## src/common/dual_comparator_control_map.svh

```systemverilog
// Register indices, field positions, reset values and mode codes of the comparator control
`ifndef DUAL_COMPARATOR_CONTROL_MAP_SVH
`define DUAL_COMPARATOR_CONTROL_MAP_SVH

// ********************************
// Register indices (byte address = index * 4)
// ********************************
`define DCC_IDX_PORT_A_DATA      8'h05
`define DCC_IDX_INTERRUPT_CTL    8'h0b
`define DCC_IDX_IRQ_FLAGS        8'h0c
`define DCC_IDX_COMPARATOR_CTL   8'h1f
`define DCC_IDX_IRQ_STATUS       8'h40
`define DCC_IDX_IRQ_MASK         8'h41
`define DCC_IDX_PORT_A_DIR       8'h85
`define DCC_IDX_IRQ_ENABLE       8'h8c
`define DCC_IDX_VREF_CTL         8'h9f

// ********************************
// Field positions
// ********************************
`define DCC_BIT_GLOBAL_EN        7
`define DCC_BIT_PERIPH_EN        6
`define DCC_BIT_CMP_FLAG         6
`define DCC_BIT_CMP_ENABLE       6
`define DCC_BIT_SECOND_RESULT    7
`define DCC_BIT_FIRST_RESULT     6

// ********************************
// Reset values and writable masks
// ********************************
`define DCC_RST_INTERRUPT_CTL    8'h00
`define DCC_RST_COMPARATOR_CTL   4'h0
`define DCC_RST_PORT_A_DIR       5'h1f
`define DCC_RST_VREF_CTL         8'h00
`define DCC_MASK_VREF_CTL        8'hef

// ********************************
// Comparator mode codes
// ********************************
`define DCC_MODE_RESET           3'h0
`define DCC_MODE_INTERNAL_REF    3'h2
`define DCC_MODE_SHARED_REF      3'h3
`define DCC_MODE_ONE_COMPARATOR  3'h5
`define DCC_MODE_PIN_OUTPUT      3'h6
`define DCC_MODE_OFF             3'h7

`endif

```

## src/common/dual_comparator_control_pkg.sv

```systemverilog
// Types shared by the comparator control block and its bench
package dual_comparator_control_pkg;

   // Controls driven into the analog comparator pair
   typedef struct packed {
      logic       powerDown;      // Both comparators off
      logic       refToNoninv;    // Internal reference on both non-inverting inputs
      logic       inputSwitch;    // Input switch select
      logic [2:0] modeField;      // Comparator mode field
   } analog_ctl_t;

   // Controls driven into the voltage reference
   typedef struct packed {
      logic       enable;         // Ladder powered
      logic       outputEnable;   // Reference onto pin two
      logic       lowRange;       // Range select
      logic [3:0] level;          // Tap select
   } vref_ctl_t;

endpackage

```

## src/design/dual_comparator_control.sv

```systemverilog
// Control, status and interrupt logic around two analog comparators
//
// Register access over Avalon-MM was decided locally.
`timescale 1ns/1ps
`default_nettype none
`include "dual_comparator_control_map.svh"

// Function
// - Mode 010 puts internal reference on non-inverting inputs
// - Result bits are read-only live comparator outputs
// - Mode 110 drives raw outputs on pins three, four
// - Direction bits still enable those pin drivers
// - Analog pins read zero from port data
// - Any output change sets comparator interrupt flag
// - Writing zero clears flag, one sets it
// - Request needs all three enables; flag sets anyway
// - Any control register access ends the mismatch
// - Persisting mismatch keeps setting the flag
// - Comparators run in sleep; enabled interrupt wakes
// - Mode 111 turns both comparators off
// - Waking leaves control register untouched
// - Reset returns control register, mode 000
// - Comparators powered down throughout reset
// - Output high when non-inverting input is higher
module dual_comparator_control (
   input  wire logic                                     core_clk,
   input  wire logic                                     reset,
   input  wire logic [9:0]                               address,
   input  wire logic                                     read,
   input  wire logic                                     write,
   input  wire logic [31:0]                              writedata,
   input  wire logic [3:0]                               byteenable,
   output logic [31:0]                                   readdata,
   output logic                                          waitrequest,
   input  wire logic [1:0]                               comparatorRaw,
   input  wire logic                                     sleepMode,
   input  wire logic [4:0]                               portPinIn,
   output logic [4:0]                                    portPinOut,
   output logic [4:0]                                    portPinOe,
   output dual_comparator_control_pkg::analog_ctl_t      analogCtl,
   output dual_comparator_control_pkg::vref_ctl_t        vrefCtl,
   output logic                                          cmpIrqRequest,
   output logic                                          wakeRequest,
   output logic                                          irq
);

   // ********************************
   // Decode helpers
   // ********************************

   // Comparators powered in this mode
   function automatic logic modePowered(input logic [2:0] mode);
      modePowered = (mode != `DCC_MODE_RESET) && (mode != `DCC_MODE_OFF);
   endfunction

   // Pins zero to three that are analog inputs in this mode
   function automatic logic [3:0] analogMask(input logic [2:0] mode);
      unique case (mode)
         `DCC_MODE_OFF:           analogMask = 4'h0;
         `DCC_MODE_SHARED_REF,
         `DCC_MODE_PIN_OUTPUT:    analogMask = 4'h7;
         `DCC_MODE_ONE_COMPARATOR: analogMask = 4'h3;
         default:                 analogMask = 4'hf;
      endcase
   endfunction

   // ********************************
   // Synchronisers
   // ********************************
   logic [1:0] compMeta;     // First stage, comparator outputs
   logic [1:0] compSync;     // Second stage, comparator outputs
   logic [4:0] pinMeta;      // First stage, port pins
   logic [4:0] pinSync;      // Second stage, port pins

   // Two flops ahead of all logic except the pin-mode mux, which takes comparatorRaw directly
   always_ff @(posedge core_clk) begin
      compMeta <= comparatorRaw;
      compSync <= compMeta;
      pinMeta  <= portPinIn;
      pinSync  <= pinMeta;
   end

   // ********************************
   // Register state
   // ********************************
   logic [7:0] interruptCtl;  // Global and peripheral enables
   logic       cmpFlag;       // Comparator interrupt flag
   logic       cmpEnable;     // Comparator interrupt enable
   logic [3:0] comparatorCtl; // Input switch and mode field
   logic [4:0] portDir;       // Port direction, one is input
   logic [4:0] portLatch;     // Port output data
   logic [7:0] vrefReg;       // Reference control
   logic [1:0] latchedResult; // Copy taken at last access
   logic [1:0] prevResult;    // Result one cycle ago
   logic [1:0] irqStatus;     // Sticky change events
   logic [1:0] irqMask;       // Event mask

   // ********************************
   // Bus decode
   // ********************************
   logic       busReq;        // Read or write pending
   logic       accept;        // Access completes this edge
   logic [7:0] regIndex;      // Word index
   logic       wrLow;         // Write with low byte enabled
   logic       cmpAccess;     // Control register touched
   logic [2:0] mode;          // Current mode field
   logic       powered;       // Comparators running
   logic [1:0] result;        // Live synced results
   logic       mismatch;      // Results differ from copy
   logic [1:0] change;        // Result edges

   assign busReq    = read | write;
   assign accept    = busReq & ~waitrequest;
   assign regIndex  = address[9:2];
   assign wrLow     = accept & write & byteenable[0];
   assign cmpAccess = accept & (regIndex == `DCC_IDX_COMPARATOR_CTL);
   assign mode      = comparatorCtl[2:0];
   assign powered   = modePowered(mode);
   assign result    = compSync & {2{powered}};
   assign mismatch  = |(result ^ latchedResult);
   assign change    = result ^ prevResult;

   // One wait state, then completion
   always_ff @(posedge core_clk) begin
      if (reset) begin
         waitrequest <= 1'b1;
      end else if (busReq && waitrequest) begin
         waitrequest <= 1'b0;
      end else begin
         waitrequest <= 1'b1;
      end
   end

   // ********************************
   // Register writes
   // ********************************

   // Interrupt control
   always_ff @(posedge core_clk) begin
      if (reset) begin
         interruptCtl <= `DCC_RST_INTERRUPT_CTL;
      end else if (wrLow && regIndex == `DCC_IDX_INTERRUPT_CTL) begin
         interruptCtl <= writedata[7:0];
      end
   end

   // Comparator control; sleep does not touch it
   always_ff @(posedge core_clk) begin
      if (reset) begin
         comparatorCtl <= `DCC_RST_COMPARATOR_CTL;
      end else if (wrLow && regIndex == `DCC_IDX_COMPARATOR_CTL) begin
         comparatorCtl <= writedata[3:0];
      end
   end

   // Comparator interrupt enable
   always_ff @(posedge core_clk) begin
      if (reset) begin
         cmpEnable <= 1'b0;
      end else if (wrLow && regIndex == `DCC_IDX_IRQ_ENABLE) begin
         cmpEnable <= writedata[`DCC_BIT_CMP_ENABLE];
      end
   end

   // Port direction and output data
   always_ff @(posedge core_clk) begin
      if (reset) begin
         portDir   <= `DCC_RST_PORT_A_DIR;
         portLatch <= 5'h00;
      end else begin
         if (wrLow && regIndex == `DCC_IDX_PORT_A_DIR) begin
            portDir <= writedata[4:0];
         end
         if (wrLow && regIndex == `DCC_IDX_PORT_A_DATA) begin
            portLatch <= writedata[4:0];
         end
      end
   end

   // Reference control, bit four unimplemented
   always_ff @(posedge core_clk) begin
      if (reset) begin
         vrefReg <= `DCC_RST_VREF_CTL;
      end else if (wrLow && regIndex == `DCC_IDX_VREF_CTL) begin
         vrefReg <= writedata[7:0] & `DCC_MASK_VREF_CTL;
      end
   end

   // ********************************
   // Mismatch and comparator flag
   // ********************************

   // Copy results on any control register access
   always_ff @(posedge core_clk) begin
      if (reset) begin
         latchedResult <= 2'h0;
      end else if (cmpAccess) begin
         latchedResult <= result;
      end
   end

   // Flag: mismatch sets, software writes; set wins
   always_ff @(posedge core_clk) begin
      if (reset) begin
         cmpFlag <= 1'b0;
      end else if (wrLow && regIndex == `DCC_IDX_IRQ_FLAGS) begin
         cmpFlag <= writedata[`DCC_BIT_CMP_FLAG] | mismatch;
      end else if (mismatch) begin
         cmpFlag <= 1'b1;
      end
   end

   // ********************************
   // Change events, status and mask
   // ********************************

   // Previous result for edge detection
   always_ff @(posedge core_clk) begin
      if (reset) begin
         prevResult <= 2'h0;
      end else begin
         prevResult <= result;
      end
   end

   // Sticky status, write one clears, set wins
   always_ff @(posedge core_clk) begin
      if (reset) begin
         irqStatus <= 2'h0;
      end else if (wrLow && regIndex == `DCC_IDX_IRQ_STATUS) begin
         irqStatus <= (irqStatus & ~writedata[1:0]) | change;
      end else begin
         irqStatus <= irqStatus | change;
      end
   end

   // Event mask
   always_ff @(posedge core_clk) begin
      if (reset) begin
         irqMask <= 2'h0;
      end else if (wrLow && regIndex == `DCC_IDX_IRQ_MASK) begin
         irqMask <= writedata[1:0];
      end
   end

   // ********************************
   // Read path
   // ********************************
   logic [7:0] readByte;      // Selected register value

   // Register read mux, unmapped reads zero
   always_comb begin
      readByte = 8'h00;
      unique case (regIndex)
         `DCC_IDX_PORT_A_DATA:    readByte = {3'h0, pinSync & ~{1'b0, analogMask(mode)}};
         `DCC_IDX_INTERRUPT_CTL:  readByte = interruptCtl;
         `DCC_IDX_IRQ_FLAGS:      readByte = {1'b0, cmpFlag, 6'h00};
         `DCC_IDX_COMPARATOR_CTL: readByte = {result[1], result[0], 2'h0, comparatorCtl};
         `DCC_IDX_IRQ_STATUS:     readByte = {6'h00, irqStatus};
         `DCC_IDX_IRQ_MASK:       readByte = {6'h00, irqMask};
         `DCC_IDX_PORT_A_DIR:     readByte = {3'h0, portDir};
         `DCC_IDX_IRQ_ENABLE:     readByte = {1'b0, cmpEnable, 6'h00};
         `DCC_IDX_VREF_CTL:       readByte = vrefReg;
         default:                 readByte = 8'h00;
      endcase
   end

   // Read data loaded in the wait cycle
   always_ff @(posedge core_clk) begin
      if (reset) begin
         readdata <= 32'h0000_0000;
      end else if (busReq && waitrequest) begin
         readdata <= {24'h00_0000, readByte};
      end
   end

   // ********************************
   // Analog and reference controls
   // ********************************

   // Powered down during reset and off modes
   always_ff @(posedge core_clk) begin
      if (reset) begin
         analogCtl.powerDown   <= 1'b1;
         analogCtl.refToNoninv <= 1'b0;
         analogCtl.inputSwitch <= 1'b0;
         analogCtl.modeField   <= `DCC_MODE_RESET;
      end else begin
         analogCtl.powerDown   <= ~powered;
         analogCtl.refToNoninv <= (mode == `DCC_MODE_INTERNAL_REF);
         analogCtl.inputSwitch <= comparatorCtl[3];
         analogCtl.modeField   <= mode;
      end
   end

   // Reference module controls
   always_ff @(posedge core_clk) begin
      if (reset) begin
         vrefCtl <= '0;
      end else begin
         vrefCtl.enable       <= vrefReg[7];
         vrefCtl.outputEnable <= vrefReg[6];
         vrefCtl.lowRange     <= vrefReg[5];
         vrefCtl.level        <= vrefReg[3:0];
      end
   end

   // ********************************
   // Port pin drivers
   // ********************************

   // Direction bit low drives the pin
   always_ff @(posedge core_clk) begin
      if (reset) begin
         portPinOe <= 5'h00;
      end else begin
         portPinOe <= ~portDir;
      end
   end

   // Raw comparator outputs bypass the latch in pin mode
   always_comb begin
      portPinOut = portLatch;
      if (mode == `DCC_MODE_PIN_OUTPUT) begin
         portPinOut[3] = comparatorRaw[0];
         portPinOut[4] = comparatorRaw[1];
      end
   end

   // ********************************
   // Interrupt outputs
   // ********************************

   // Request, wake and event interrupt
   always_ff @(posedge core_clk) begin
      if (reset) begin
         cmpIrqRequest <= 1'b0;
         wakeRequest   <= 1'b0;
         irq           <= 1'b0;
      end else begin
         cmpIrqRequest <= cmpFlag & cmpEnable & interruptCtl[`DCC_BIT_PERIPH_EN]
                          & interruptCtl[`DCC_BIT_GLOBAL_EN];
         wakeRequest   <= sleepMode & cmpFlag & cmpEnable
                          & interruptCtl[`DCC_BIT_PERIPH_EN];
         irq           <= |(irqStatus & irqMask);
      end
   end

endmodule
`default_nettype wire

```

## config.mk

```make
export PLATFORM = sky130hd
export DESIGN_NAME = dual_comparator_control
export DESIGN_NICKNAME = d
export VERILOG_FILES = /design/src/common/dual_comparator_control_pkg.sv /design/src/design/dual_comparator_control.sv
export VERILOG_INCLUDE_DIRS = /design/src /design/src/common
export SDC_FILE = /design/constraint.sdc
export NUM_CORES = 1
export LEC_CHECK = 0
export BUFFER_PORTS_ARGS = -buffer_cell sky130_fd_sc_hd__buf_4
export CORE_AREA = 2 2 86 88
export DETAILED_ROUTE_END_ITERATION = 16
export DIE_AREA = 0 0 88 90
export PLACE_DENSITY = 0.77
export SLEW_MARGIN = 20
export SYNTH_ARGS = -nofsm -noshare
export SYNTH_HDL_FRONTEND = slang
export SYNTH_SLANG_ARGS = --single-unit
export TNS_END_PERCENT = 5
```

## constraint.sdc

```tcl
create_clock -name core_clk -period 1.9 [get_ports core_clk]
set_input_delay 0.285 -clock core_clk [delete_from_list [all_inputs] [get_ports core_clk]]
set_output_delay 0.285 -clock core_clk [all_outputs]
set_load 0.01 [all_outputs]
```

==> results of run 1 <==
-- Yosys cell counts (3+ instances only) --
library cell               number
sky130_fd_sc_hd__nor2_1        48
sky130_fd_sc_hd__and4b_1        3
sky130_fd_sc_hd__a31oi_1        3
sky130_fd_sc_hd__nand3b_1       3
sky130_fd_sc_hd__and2_1         7
sky130_fd_sc_hd__inv_1          6
sky130_fd_sc_hd__nand2_1       22
sky130_fd_sc_hd__mux2i_1       32
sky130_fd_sc_hd__dfxtp_1       83
sky130_fd_sc_hd__buf_2          4
sky130_fd_sc_hd__clkbuf_1       8
sky130_fd_sc_hd__o21ai_0        4
sky130_fd_sc_hd__a21oi_1        8
sky130_fd_sc_hd__nand4b_1       3
sky130_fd_sc_hd__nor2b_1       12
sky130_fd_sc_hd__nand3_1       12
sky130_fd_sc_hd__mux2_2         4
sky130_fd_sc_hd__nor3_1         4
sky130_fd_sc_hd__buf_4         28
sky130_fd_sc_hd__a211o_1        5
sky130_fd_sc_hd__a221oi_1       4
sky130_fd_sc_hd__or3_1          3
-- worst max-delay path by stage --
stage / startpoint / to / slack, ns / cells after the start
4_1_cts: comparatorCtl[1] / portPinOut[4] / 0.007 / 4
3_3_place_gp: address[7] / comparatorCtl[0] / 0.10 / 6
6_report: comparatorCtl[0] / portPinOut[4] / 0.09 / 4
2_1_floorplan: address[2] / comparatorCtl[2] / 0.27 / 7
5_1_grt: comparatorCtl[0] / portPinOut[4] / 0.03 / 4
3_5_place_dp: address[7] / comparatorCtl[0] / 0.07 / 6
-- cells by family after synthesis --
logic type | count (synthesis)
fa+ha+maj | 1
buf+inv | 49
simple gates | 134
xor+xnor | 3
other cells | 1
compound gates | 45
flops | 83
mux | 36
-- routing by layer --
metal,GRT usage [%],routed length (um)
met5,0,0
met4,10.3,218
met3,5.23,505
met2,28.9,3540
met1,26.3,3330
-- where the power goes --
part           total [mW]  leakage, nW  switching, mW  internal (mW)
combinational       0.188         1.05          0.116         0.0715
clock                1.44        0.112          0.628          0.815
sequential           1.76        0.675        0.00884           1.76
total                3.40         1.84          0.753           2.64
-- timing repair --
action,4_1_cts,5_1_grt
setup buffers,0,0
setup endpoints to repair,0,2
resized for setup,0,2
-- cell usage in the layout, fill, tap and decap left out, types with 3 or more instances in the layout --
| master | synthesis | final |
|---|---|---|
| sky130_fd_sc_hd__and4b_1 | 3 | 3 |
| sky130_fd_sc_hd__nor2b_1 | 12 | 12 |
| sky130_fd_sc_hd__nand3b_1 | 3 | 3 |
| sky130_fd_sc_hd__o21ai_0 | 4 | 4 |
| sky130_fd_sc_hd__and2_1 | 7 | 7 |
| sky130_fd_sc_hd__a21oi_1 | 8 | 8 |
| sky130_fd_sc_hd__nor3_1 | 4 | 4 |
| sky130_fd_sc_hd__nor2_1 | 48 | 48 |
| sky130_fd_sc_hd__nand2_1 | 22 | 22 |
| sky130_fd_sc_hd__nand4b_1 | 3 | 3 |
| sky130_fd_sc_hd__clkbuf_8 | 0 | 11 |
| sky130_fd_sc_hd__mux2i_1 | 32 | 32 |
| sky130_fd_sc_hd__buf_4 | 28 | 75 |
| sky130_fd_sc_hd__mux2_2 | 4 | 4 |
| sky130_fd_sc_hd__a211o_1 | 5 | 5 |
| sky130_fd_sc_hd__a31oi_1 | 3 | 3 |
| sky130_fd_sc_hd__or3_1 | 3 | 3 |
| sky130_fd_sc_hd__a221oi_1 | 4 | 4 |
| sky130_fd_sc_hd__conb_1 | 1 | 24 |
| sky130_fd_sc_hd__nand3_1 | 12 | 12 |
| sky130_fd_sc_hd__dfxtp_1 | 83 | 81 |
| sky130_fd_sc_hd__inv_1 | 6 | 6 |
-- cell type report --
| cell class | count | area, sq um |
|---|---|---|
| Sequential cell | 83 | 1660 |
| Multi-Input combinational cell | 243 | 1540 |
| Clock buffer | 11 | 151 |
| Tap cell | 99 | 124 |
| Fill cell | 611 | 2880 |
| Inverter | 6 | 22.5 |
| Clock inverter | 5 | 83.8 |
| Timing Repair Buffer | 75 | 563 |
-- registers in the layout, indices dropped and copies added (netlist names), 4 cells and up --
name	cells
pinSync	5
portPinOe	5
portDir	5
vrefCtl	7
interruptCtl	8
analogCtl	6
vrefReg	7
comparatorCtl	4
portLatch	5
pinMeta	5
readdata	8
-- per-stage QoR --
stage                     setup WS, ns  instances  power [mW]  hold slack [ns]  utilization, %
after floorplan                  0.267        375        1.93            0.310               -
after global placement           0.102        506        1.99            0.310            55.7
after detailed placement        0.0737        506        1.99            0.312            55.7
after CTS                      0.00735        522        3.43          0.00420            59.0
after global routing            0.0340        522        3.51          0.00855            59.0
final                           0.0935        522        3.40           0.0169            59.0
==> results.json, run 1 <==
{
  "status": "complete, no violations",
  "synth_async_sr_flop_share_pct": 0,
  "die_height_um": 90,
  "grt_pass1_wl_um": 11900,
  "post_synth_instance_area_sq_mm": 0.00341,
  "grt.total_usage_pct": 19.7,
  "holdPathStages": 1,
  "startpoint_kind_of_the_worst_setup_timing_path": "register",
  "antenna_found_initial": 0,
  "dpl_cell_area_sq_mm": 0.00391,
  "rr_endpoint": "vrefReg[3]",
  "hold_start": "portPinIn[3]",
  "pin_count_of_the_biggest_net_entering_global_routing": 40,
  "synth.top_cell.area_share_pct": 48.8,
  "crit_family": "multiplexers",
  "synth-edff-count": 0,
  "regToRegStartpoint": "waitrequest",
  "number_of_i_o_pins": 117,
  "ys.flop_type": "sky130_fd_sc_hd__dfxtp_1",
  "via_per_inst": 5.09,
  "core_area_sq_mm": 0.00702,
  "cts_tree": "done",
  "crit_type": "register to output pin",
  "postSynthCellCount": 352,
  "slew_violations": 0,
  "synthXorXnorAreaFrac_pct": 0.771,
  "critical_path_buf_inv_count": 2,
  "timing.max_cap.violations": 0,
  "antenna_left": 0,
  "worst_skew_pair.late_latency_ns": 0.36,
  "vdd_drop_max_mv": 0.596,
  "ffs_latches_synth": 83,
  "portbufs": 63,
  "clock-sinks": 83,
  "timing.final.crit_period_ns": 1.81,
  "drtPass1Iterations": 4,
  "post_route_cells_drive_above_1_share_pct": 24.8,
  "synth.distinct_cells": 62,
  "postCtsHoldBufs": 0,
  "routed_wl_um": 7590,
  "cts_max_level": 3,
  "floorplan.initialDensity_pct": 48.5,
  "hold_class": "input port to register",
  "main_combinational_cell_family_by_area_after_synthesis": "simple AND/OR/NAND/NOR gates",
  "cellPowerDensity_mw_per_mm2": 819,
  "crit_slowest_cell": "sky130_fd_sc_hd__mux2_2",
  "clock_slew_at_the_register_clock_pins_of_the_worst_setup_and_hold_paths_ns": 0.08,
  "min_period_over_period_pct": 95.1,
  "cts-root-to-sink-buffers": 2,
  "leakagePower_nw": 1.84,
  "antenna-diode-count": 0,
  "holdPathEnd": "pinMeta[3]",
  "yosysWarningCount": 0,
  "design.die.area_sq_mm": 0.00792,
  "post_synth_mux_area_share_pct": 10.7,
  "synth_seq_area_share_pct": 48.8,
  "die_w_um": 88,
  "worst_setup_path_end_kind": "output pin",
  "row_count": 31,
  "synth_compound_gate_area_share_pct": 9.99,
  "fmaxAchievable_mhz": 554,
  "worst-path-max-fanout": 7,
  "hpwl_um": 5420,
  "finalHoldViolations": 0,
  "grt_pass1_vias": 2390,
  "routed-via-count": 2657,
  "final_design_area_no_fill_sq_mm": 0.00415,
  "rsz_0062_raised_after_global_routing": "no",
  "detail_route.drc_violations": 0,
  "ys_top_cells_by_area": "sky130_fd_sc_hd__dfxtp_1 49%, sky130_fd_sc_hd__mux2i_1 9.4%, sky130_fd_sc_hd__buf_4 6.2%",
  "setup-tns-final_ns": 0,
  "yosys.area_share.adder_pct": 0.294,
  "yosys.area.top_type": "sky130_fd_sc_hd__dfxtp_1",
  "drt_first_iter_violations": 163,
  "flow.area_growth_from_synthesis_pct": 21.7,
  "crit_required_ns": 1.62,
  "crit_path_cell_trace": "buf_4, nor2_1, mux2_2, buf_4",
  "cts_root_buffer": "sky130_fd_sc_hd__clkbuf_8",
  "reg2reg_slack_ns": 0.36,
  "finalSetupViolations": 0,
  "numCtsBuffers": 9,
  "post_synthesis_simple_gate_area_fraction_pct": 20.7,
  "critical_path_arrival_ns": 1.52,
  "post_synth.cell_area_avg_sq_um": 9.68,
  "nNetsFinal": 476,
  "grt-ovfl-total": 0,
  "finalClockSkew_ns": 0.00544,
  "r2r.worst_path.cells": 4,
  "cpPeakStageDelay_ns": 0.35,
  "cpMostUsedCell": "sky130_fd_sc_hd__buf_4",
  "wl_per_cell_um": 14.5,
  "gpl.final_weighted_congestion": 0.883
}
No activity file was read; power rests on OpenSTA's default activity.
==> run 2: changes to the inputs <==
--- a/config.mk
+++ b/config.mk
@@ -11,6 +11,7 @@
 export DETAILED_ROUTE_END_ITERATION = 16
 export DIE_AREA = 0 0 88 90
 export PLACE_DENSITY = 0.77
+export SETUP_SLACK_MARGIN = 0.2
 export SLEW_MARGIN = 20
 export SYNTH_ARGS = -nofsm -noshare
 export SYNTH_HDL_FRONTEND = slang
==> results.json, run 2 (synthesized netlist as in run 1, its figures left out) <==
{
  "die_w_um": 88,
  "finalSetupViolations": 0,
  "numCtsBuffers": 9,
  "rr_endpoint": "irqStatus[1]",
  "drt_first_iter_violations": 167,
  "fmaxAchievable_mhz": 597,
  "cpPeakStageDelay_ns": 0.34,
  "layout_common_cells": "80 x sky130_fd_sc_hd__dfxtp_1, 77 x sky130_fd_sc_hd__buf_4, 47 x sky130_fd_sc_hd__nor2_1",
  "leakagePower_nw": 1.85,
  "flow.area_growth_from_synthesis_pct": 23.1,
  "r2r.worst_path.cells": 6,
  "crit_required_ns": 1.62,
  "final_cells": 525,
  "reg2reg_slack_ns": 0.31,
  "antenna_found_initial": 0,
  "cts_tree": "done",
  "finalClockSkew_ns": 0.00656,
  "worst_skew_pair.late_latency_ns": 0.36,
  "utilization_of_the_core_after_routing_pct": 59.8,
  "startpoint_kind_of_the_worst_setup_timing_path": "register",
  "hpwl_um": 5420,
  "timing.final.crit_period_ns": 1.68,
  "slew_violations": 0,
  "worst-path-max-fanout": 7,
  "antenna-diode-count": 0,
  "vdd_drop_max_mv": 0.596,
  "hold_class": "input port to register",
  "placed_cells": 506,
  "pin_count_of_the_biggest_net_entering_global_routing": 40,
  "die_height_um": 90,
  "postCtsHoldBufs": 0,
  "clock_slew_at_the_register_clock_pins_of_the_worst_setup_and_hold_paths_ns": 0.08,
  "nNetsFinal": 479,
  "via_per_inst": 5.02,
  "crit_slowest_cell": "sky130_fd_sc_hd__mux2_2",
  "layout.cells.most_common": "sky130_fd_sc_hd__dfxtp_1",
  "rsz_0062_raised_after_global_routing": "yes",
  "detail_route.drc_violations": 0,
  "cts_max_level": 3,
  "status": "complete, no violations",
  "cts_root_buffer": "sky130_fd_sc_hd__clkbuf_8",
  "drtPass1Iterations": 4,
  "floorplan.initialDensity_pct": 48.5,
  "cts-root-to-sink-buffers": 2,
  "antenna_left": 0,
  "timing.max_cap.violations": 0,
  "routed-via-count": 2633,
  "min_period_over_period_pct": 88.2,
  "largest_registers": "interruptCtl: 8 flops, readdata: 8 flops",
  "setup-tns-final_ns": 0,
  "holdPathStages": 1,
  "holdPathEnd": "pinMeta[3]",
  "number_of_i_o_pins": 117,
  "worst_setup_path_end_kind": "output pin",
  "portbufs": 63,
  "crit_path_cell_trace": "buf_6, nor2_4, mux2_2, buf_4",
  "regToRegStartpoint": "comparatorCtl[1]",
  "critical_path_arrival_ns": 1.39,
  "routed_wl_um": 7670,
  "core_area_sq_mm": 0.00702,
  "wl_per_cell_um": 14.6,
  "post_route_cells_drive_above_1_share_pct": 26.3,
  "design.die.area_sq_mm": 0.00792,
  "gpl.final_weighted_congestion": 0.883,
  "hold_start": "portPinIn[3]",
  "grt_pass1_vias": 2419,
  "finalHoldViolations": 0,
  "cellPowerDensity_mw_per_mm2": 807,
  "clock-sinks": 83,
  "crit_type": "register to output pin",
  "grt.total_usage_pct": 20.2,
  "row_count": 31,
  "grt_pass1_wl_um": 12200,
  "grt-ovfl-total": 0,
  "timing.hold.ws_ns": 0.0206
}
## run 2: cell type report
cell class / count / area [sq um]
sequential: 83 / 1670
tap: 99 / 124
clock buffer: 11 / 151
multi-input combinational: 243 / 1550
timing repair buffer: 78 / 589
clock inverter: 5 / 83.8
inverter: 6 / 22.5
fill: 605 / 2830
## run 2: worst max path at each step
stage | from | endpoint | depth (start not counted)
global route | comparatorCtl[0] | portPinOut[4] | 4
floorplan | address[2] | comparatorCtl[2] | 7
global placement | address[7] | comparatorCtl[0] | 6
detailed placement | address[7] | comparatorCtl[0] | 6
finish | comparatorCtl[0] | portPinOut[4] | 4
CTS | comparatorCtl[0] | portPinOut[4] | 4
## run 2: what timing repair did
action	4_1_cts	5_1_grt
pin swaps	0	1
setup buffers	3	0
gates resized for setup	8	2
cloned	0	0
endpoints found under the setup margin	2	3
## run 2: through the flow
stage               instance area [sq um]  power [mW]  setup WS (ns)
global placement                     3910        1.99          0.102
detailed placement                   3910        1.99         0.0737
finish                               4200        3.39          0.224
floorplan                            3490        1.93          0.267
global route                         4200        3.51          0.189
CTS                                  4190        3.42          0.190
## run 2: critical path: cells and delay by family, from the launching register on
family | cells | cell delay [ns]
DFF | 1 | 0.33
muxes | 1 | 0.34
buffers and inverters | 2 | 0.27
and+or+nand+nor | 1 | 0.10
## run 2: metal layers
| layer | part of all wire (%) | vias to the layer above | wire [um] | global-route usage (%) |
|---|---|---|---|---|
| met3 | 7.1 | 14 | 544 | 5.05 |
| met4 | 2.2 | 0 | 167 | 10.4 |
| met1 | 43 | 1216 | 3310 | 26.7 |
| met2 | 48 | 87 | 3650 | 30.1 |
| met5 | 0 | - | 0 | 0 |
| li1 | - | 1316 | - | - |
## run 2: power breakdown
part	switching, mW	internal [mW]
Combinational	0.116	0.0715
Clock	0.623	0.816
Sequential	0.00886	1.75
Total	0.748	2.64
==> run 3: changes to the inputs <==
--- a/config.mk
+++ b/config.mk
@@ -7,10 +7,12 @@
 export NUM_CORES = 1
 export LEC_CHECK = 0
 export BUFFER_PORTS_ARGS = -buffer_cell sky130_fd_sc_hd__buf_4
-export CORE_AREA = 2 2 86 88
+export CELL_PAD_IN_SITES_DETAIL_PLACEMENT = 1
+export CELL_PAD_IN_SITES_GLOBAL_PLACEMENT = 1
+export CORE_AREA = 2 2 99 101
 export DETAILED_ROUTE_END_ITERATION = 16
-export DIE_AREA = 0 0 88 90
-export PLACE_DENSITY = 0.77
+export DIE_AREA = 0 0 101 103
+export PLACE_DENSITY = 0.78
 export SETUP_SLACK_MARGIN = 0.2
 export SLEW_MARGIN = 20
 export SYNTH_ARGS = -nofsm -noshare
==> results.json, run 3 (synthesized netlist as in run 1, its figures left out) <==
{
  "status": "complete, no violations",
  "sw_frac_of_total_pct": 24.5,
  "nFillCells": 1101,
  "crit_slowest_cell": "sky130_fd_sc_hd__dfxtp_4",
  "critical_path_buf_inv_count": 1,
  "cpPeakStageDelay_ns": 0.40,
  "finalSetupViolations": 0,
  "seqCellArea_sq_mm": 0.00167,
  "startpoint_kind_of_the_worst_setup_timing_path": "register",
  "layout.cells.most_common": "sky130_fd_sc_hd__buf_4",
  "largest_registers": "interruptCtl: 8 flops, readdata: 8 flops",
  "drt_first_iter_violations": 95,
  "die_height_um": 103,
  "finalHoldViolations": 0,
  "portion_of_total_power_attributed_to_the_clock_network_pct": 40.4,
  "numCtsBuffers": 9,
  "reg2reg_slack_ns": 0.27,
  "antenna_left": 0,
  "portbufs": 63,
  "grt-ovfl-total": 0,
  "seq_power_share_pct": 53.5,
  "layout_common_cells": "81 x sky130_fd_sc_hd__buf_4, 80 x sky130_fd_sc_hd__dfxtp_1, 47 x sky130_fd_sc_hd__nor2_1",
  "die_w_um": 101,
  "crit_type": "register to output pin",
  "cellPowerDensity_mw_per_mm2": 778,
  "detail_route.drc_violations": 0,
  "worst_setup_path_end_kind": "output pin",
  "pin_count_of_the_biggest_net_entering_global_routing": 38,
  "rsz_0062_raised_after_global_routing": "yes",
  "timing.max_cap.violations": 0,
  "multiInputGateArea_sq_mm": 0.00155,
  "clock_slew_at_the_register_clock_pins_of_the_worst_setup_and_hold_paths_ns": 0.09,
  "cts-root-to-sink-buffers": 2,
  "switchingPower_mw": 0.808,
  "antenna-diode-count": 0,
  "vdd_drop_max_mv": 0.362,
  "routed_wl_um": 9030,
  "worst-path-max-fanout": 10,
  "flow.area_growth_from_synthesis_pct": 24.2,
  "row_count": 36,
  "min_period_over_period_pct": 87.5,
  "cts_tree": "done",
  "drtPass1Iterations": 4,
  "power_frac_comb_pct": 6.1,
  "power_report.internal_total_mw": 2.48,
  "core_area_sq_mm": 0.00946,
  "cts_root_buffer": "sky130_fd_sc_hd__clkbuf_8",
  "holdPathStages": 1,
  "setup-tns-final_ns": 0,
  "fmaxAchievable_mhz": 602,
  "floorplan.initialDensity_pct": 36.0,
  "crit_path_cell_trace": "nor2_2, mux2_2, buf_4",
  "crit_required_ns": 1.62,
  "grt_pass1_wl_um": 14100,
  "gpl.final_weighted_congestion": 0.843,
  "finalClockSkew_ns": 0.0106,
  "wl_per_cell_um": 16.5,
  "slew_violations": 0,
  "worst_skew_pair.late_latency_ns": 0.36,
  "nNetsFinal": 485,
  "timing.final.crit_period_ns": 1.66,
  "crit_family": "flip-flops",
  "number_of_i_o_pins": 117,
  "grt_pass1_vias": 2682,
  "via_per_inst": 5.04,
  "hpwl_um": 6630,
  "design.die.area_sq_mm": 0.0104,
  "utilization_of_the_core_after_routing_pct": 44.7,
  "cts_max_level": 3,
  "cp_num_cells": 3,
  "leakagePower_nw": 1.87,
  "clock-sinks": 83,
  "critical_path_arrival_ns": 1.38,
  "antenna_found_initial": 0,
  "r2r.worst_path.cells": 6,
  "hold_class": "input port to register",
  "routed-via-count": 2754,
  "post_route_cells_drive_above_1_share_pct": 26.4,
  "grt.total_usage_pct": 17.9
}
[run 3: cell count changes in the layout (fill, tap and decap cells not counted), sizes merged]
cell	before	now
clkinv	0	1
buf	78	81
clkbuf	11	10
inv	7	8
bufinv	2	1
dlygate4sd3	0	3
[run 3: through the flow]
stage          area (sq um)  worst slack [ns]  hold WS [ns]  cells  power, mW
6_report               4230             0.238        0.0219    546       3.29
5_1_grt                4230             0.174       0.00265    546       3.43
3_3_place_gp           3960            0.0943         0.313    525       2.00
4_1_cts                4190             0.214       0.00502    543       3.33
3_5_place_dp           3960            0.0438         0.315    525       2.00
2_1_floorplan          3490             0.267         0.310    375       1.93
[run 3: layer usage]
layer	GRT usage (%)	up-vias	routed length, um
met5	0	-	0
met4	5.61	0	144
met3	4.95	11	437
met2	29.9	76	4330
met1	22.7	1332	4120
li1	-	1335	-
[run 3: final cells by class]
class / count / area share (%)
well taps: 114 / 3.37
clock inverters: 6 / 1.69
inverters: 6 / 0.532
flip-flops and latches: 83 / 39.5
clock buffers: 10 / 3.25
repair buffers: 84 / 15.1
multi-input cells: 243 / 36.5
[run 3: timing repair]
| item | CTS | global route |
|---|---|---|
| setup buffers | 2 | 0 |
| cloned | 0 | 0 |
| resized for setup | 7 | 1 |
| endpoints found under the hold margin | 0 | 3 |
| hold buffers | 0 | 3 |
| pin swaps | 0 | 0 |
| endpoints found under the setup margin | 2 | 4 |
[run 3: path summary, 6_finish.rpt]
path | startpoint | to
max | comparatorCtl[0] | portPinOut[3]
min | portPinIn[3] | pinMeta[3]
max reg2reg | comparatorCtl[1] | irqStatus[1]
min reg2reg | pinMeta[1] | pinSync[1]
[run 3: power groups by stage]
stage	combinational, mW	clock [mW]	sequential, mW
6_report	0.201	1.33	1.76
5_1_grt	0.219	1.44	1.76
4_1_cts	0.195	1.37	1.76
3_5_place_dp	0.194	0	1.81
3_3_place_gp	0.190	0	1.81
2_1_floorplan	0.130	0	1.80
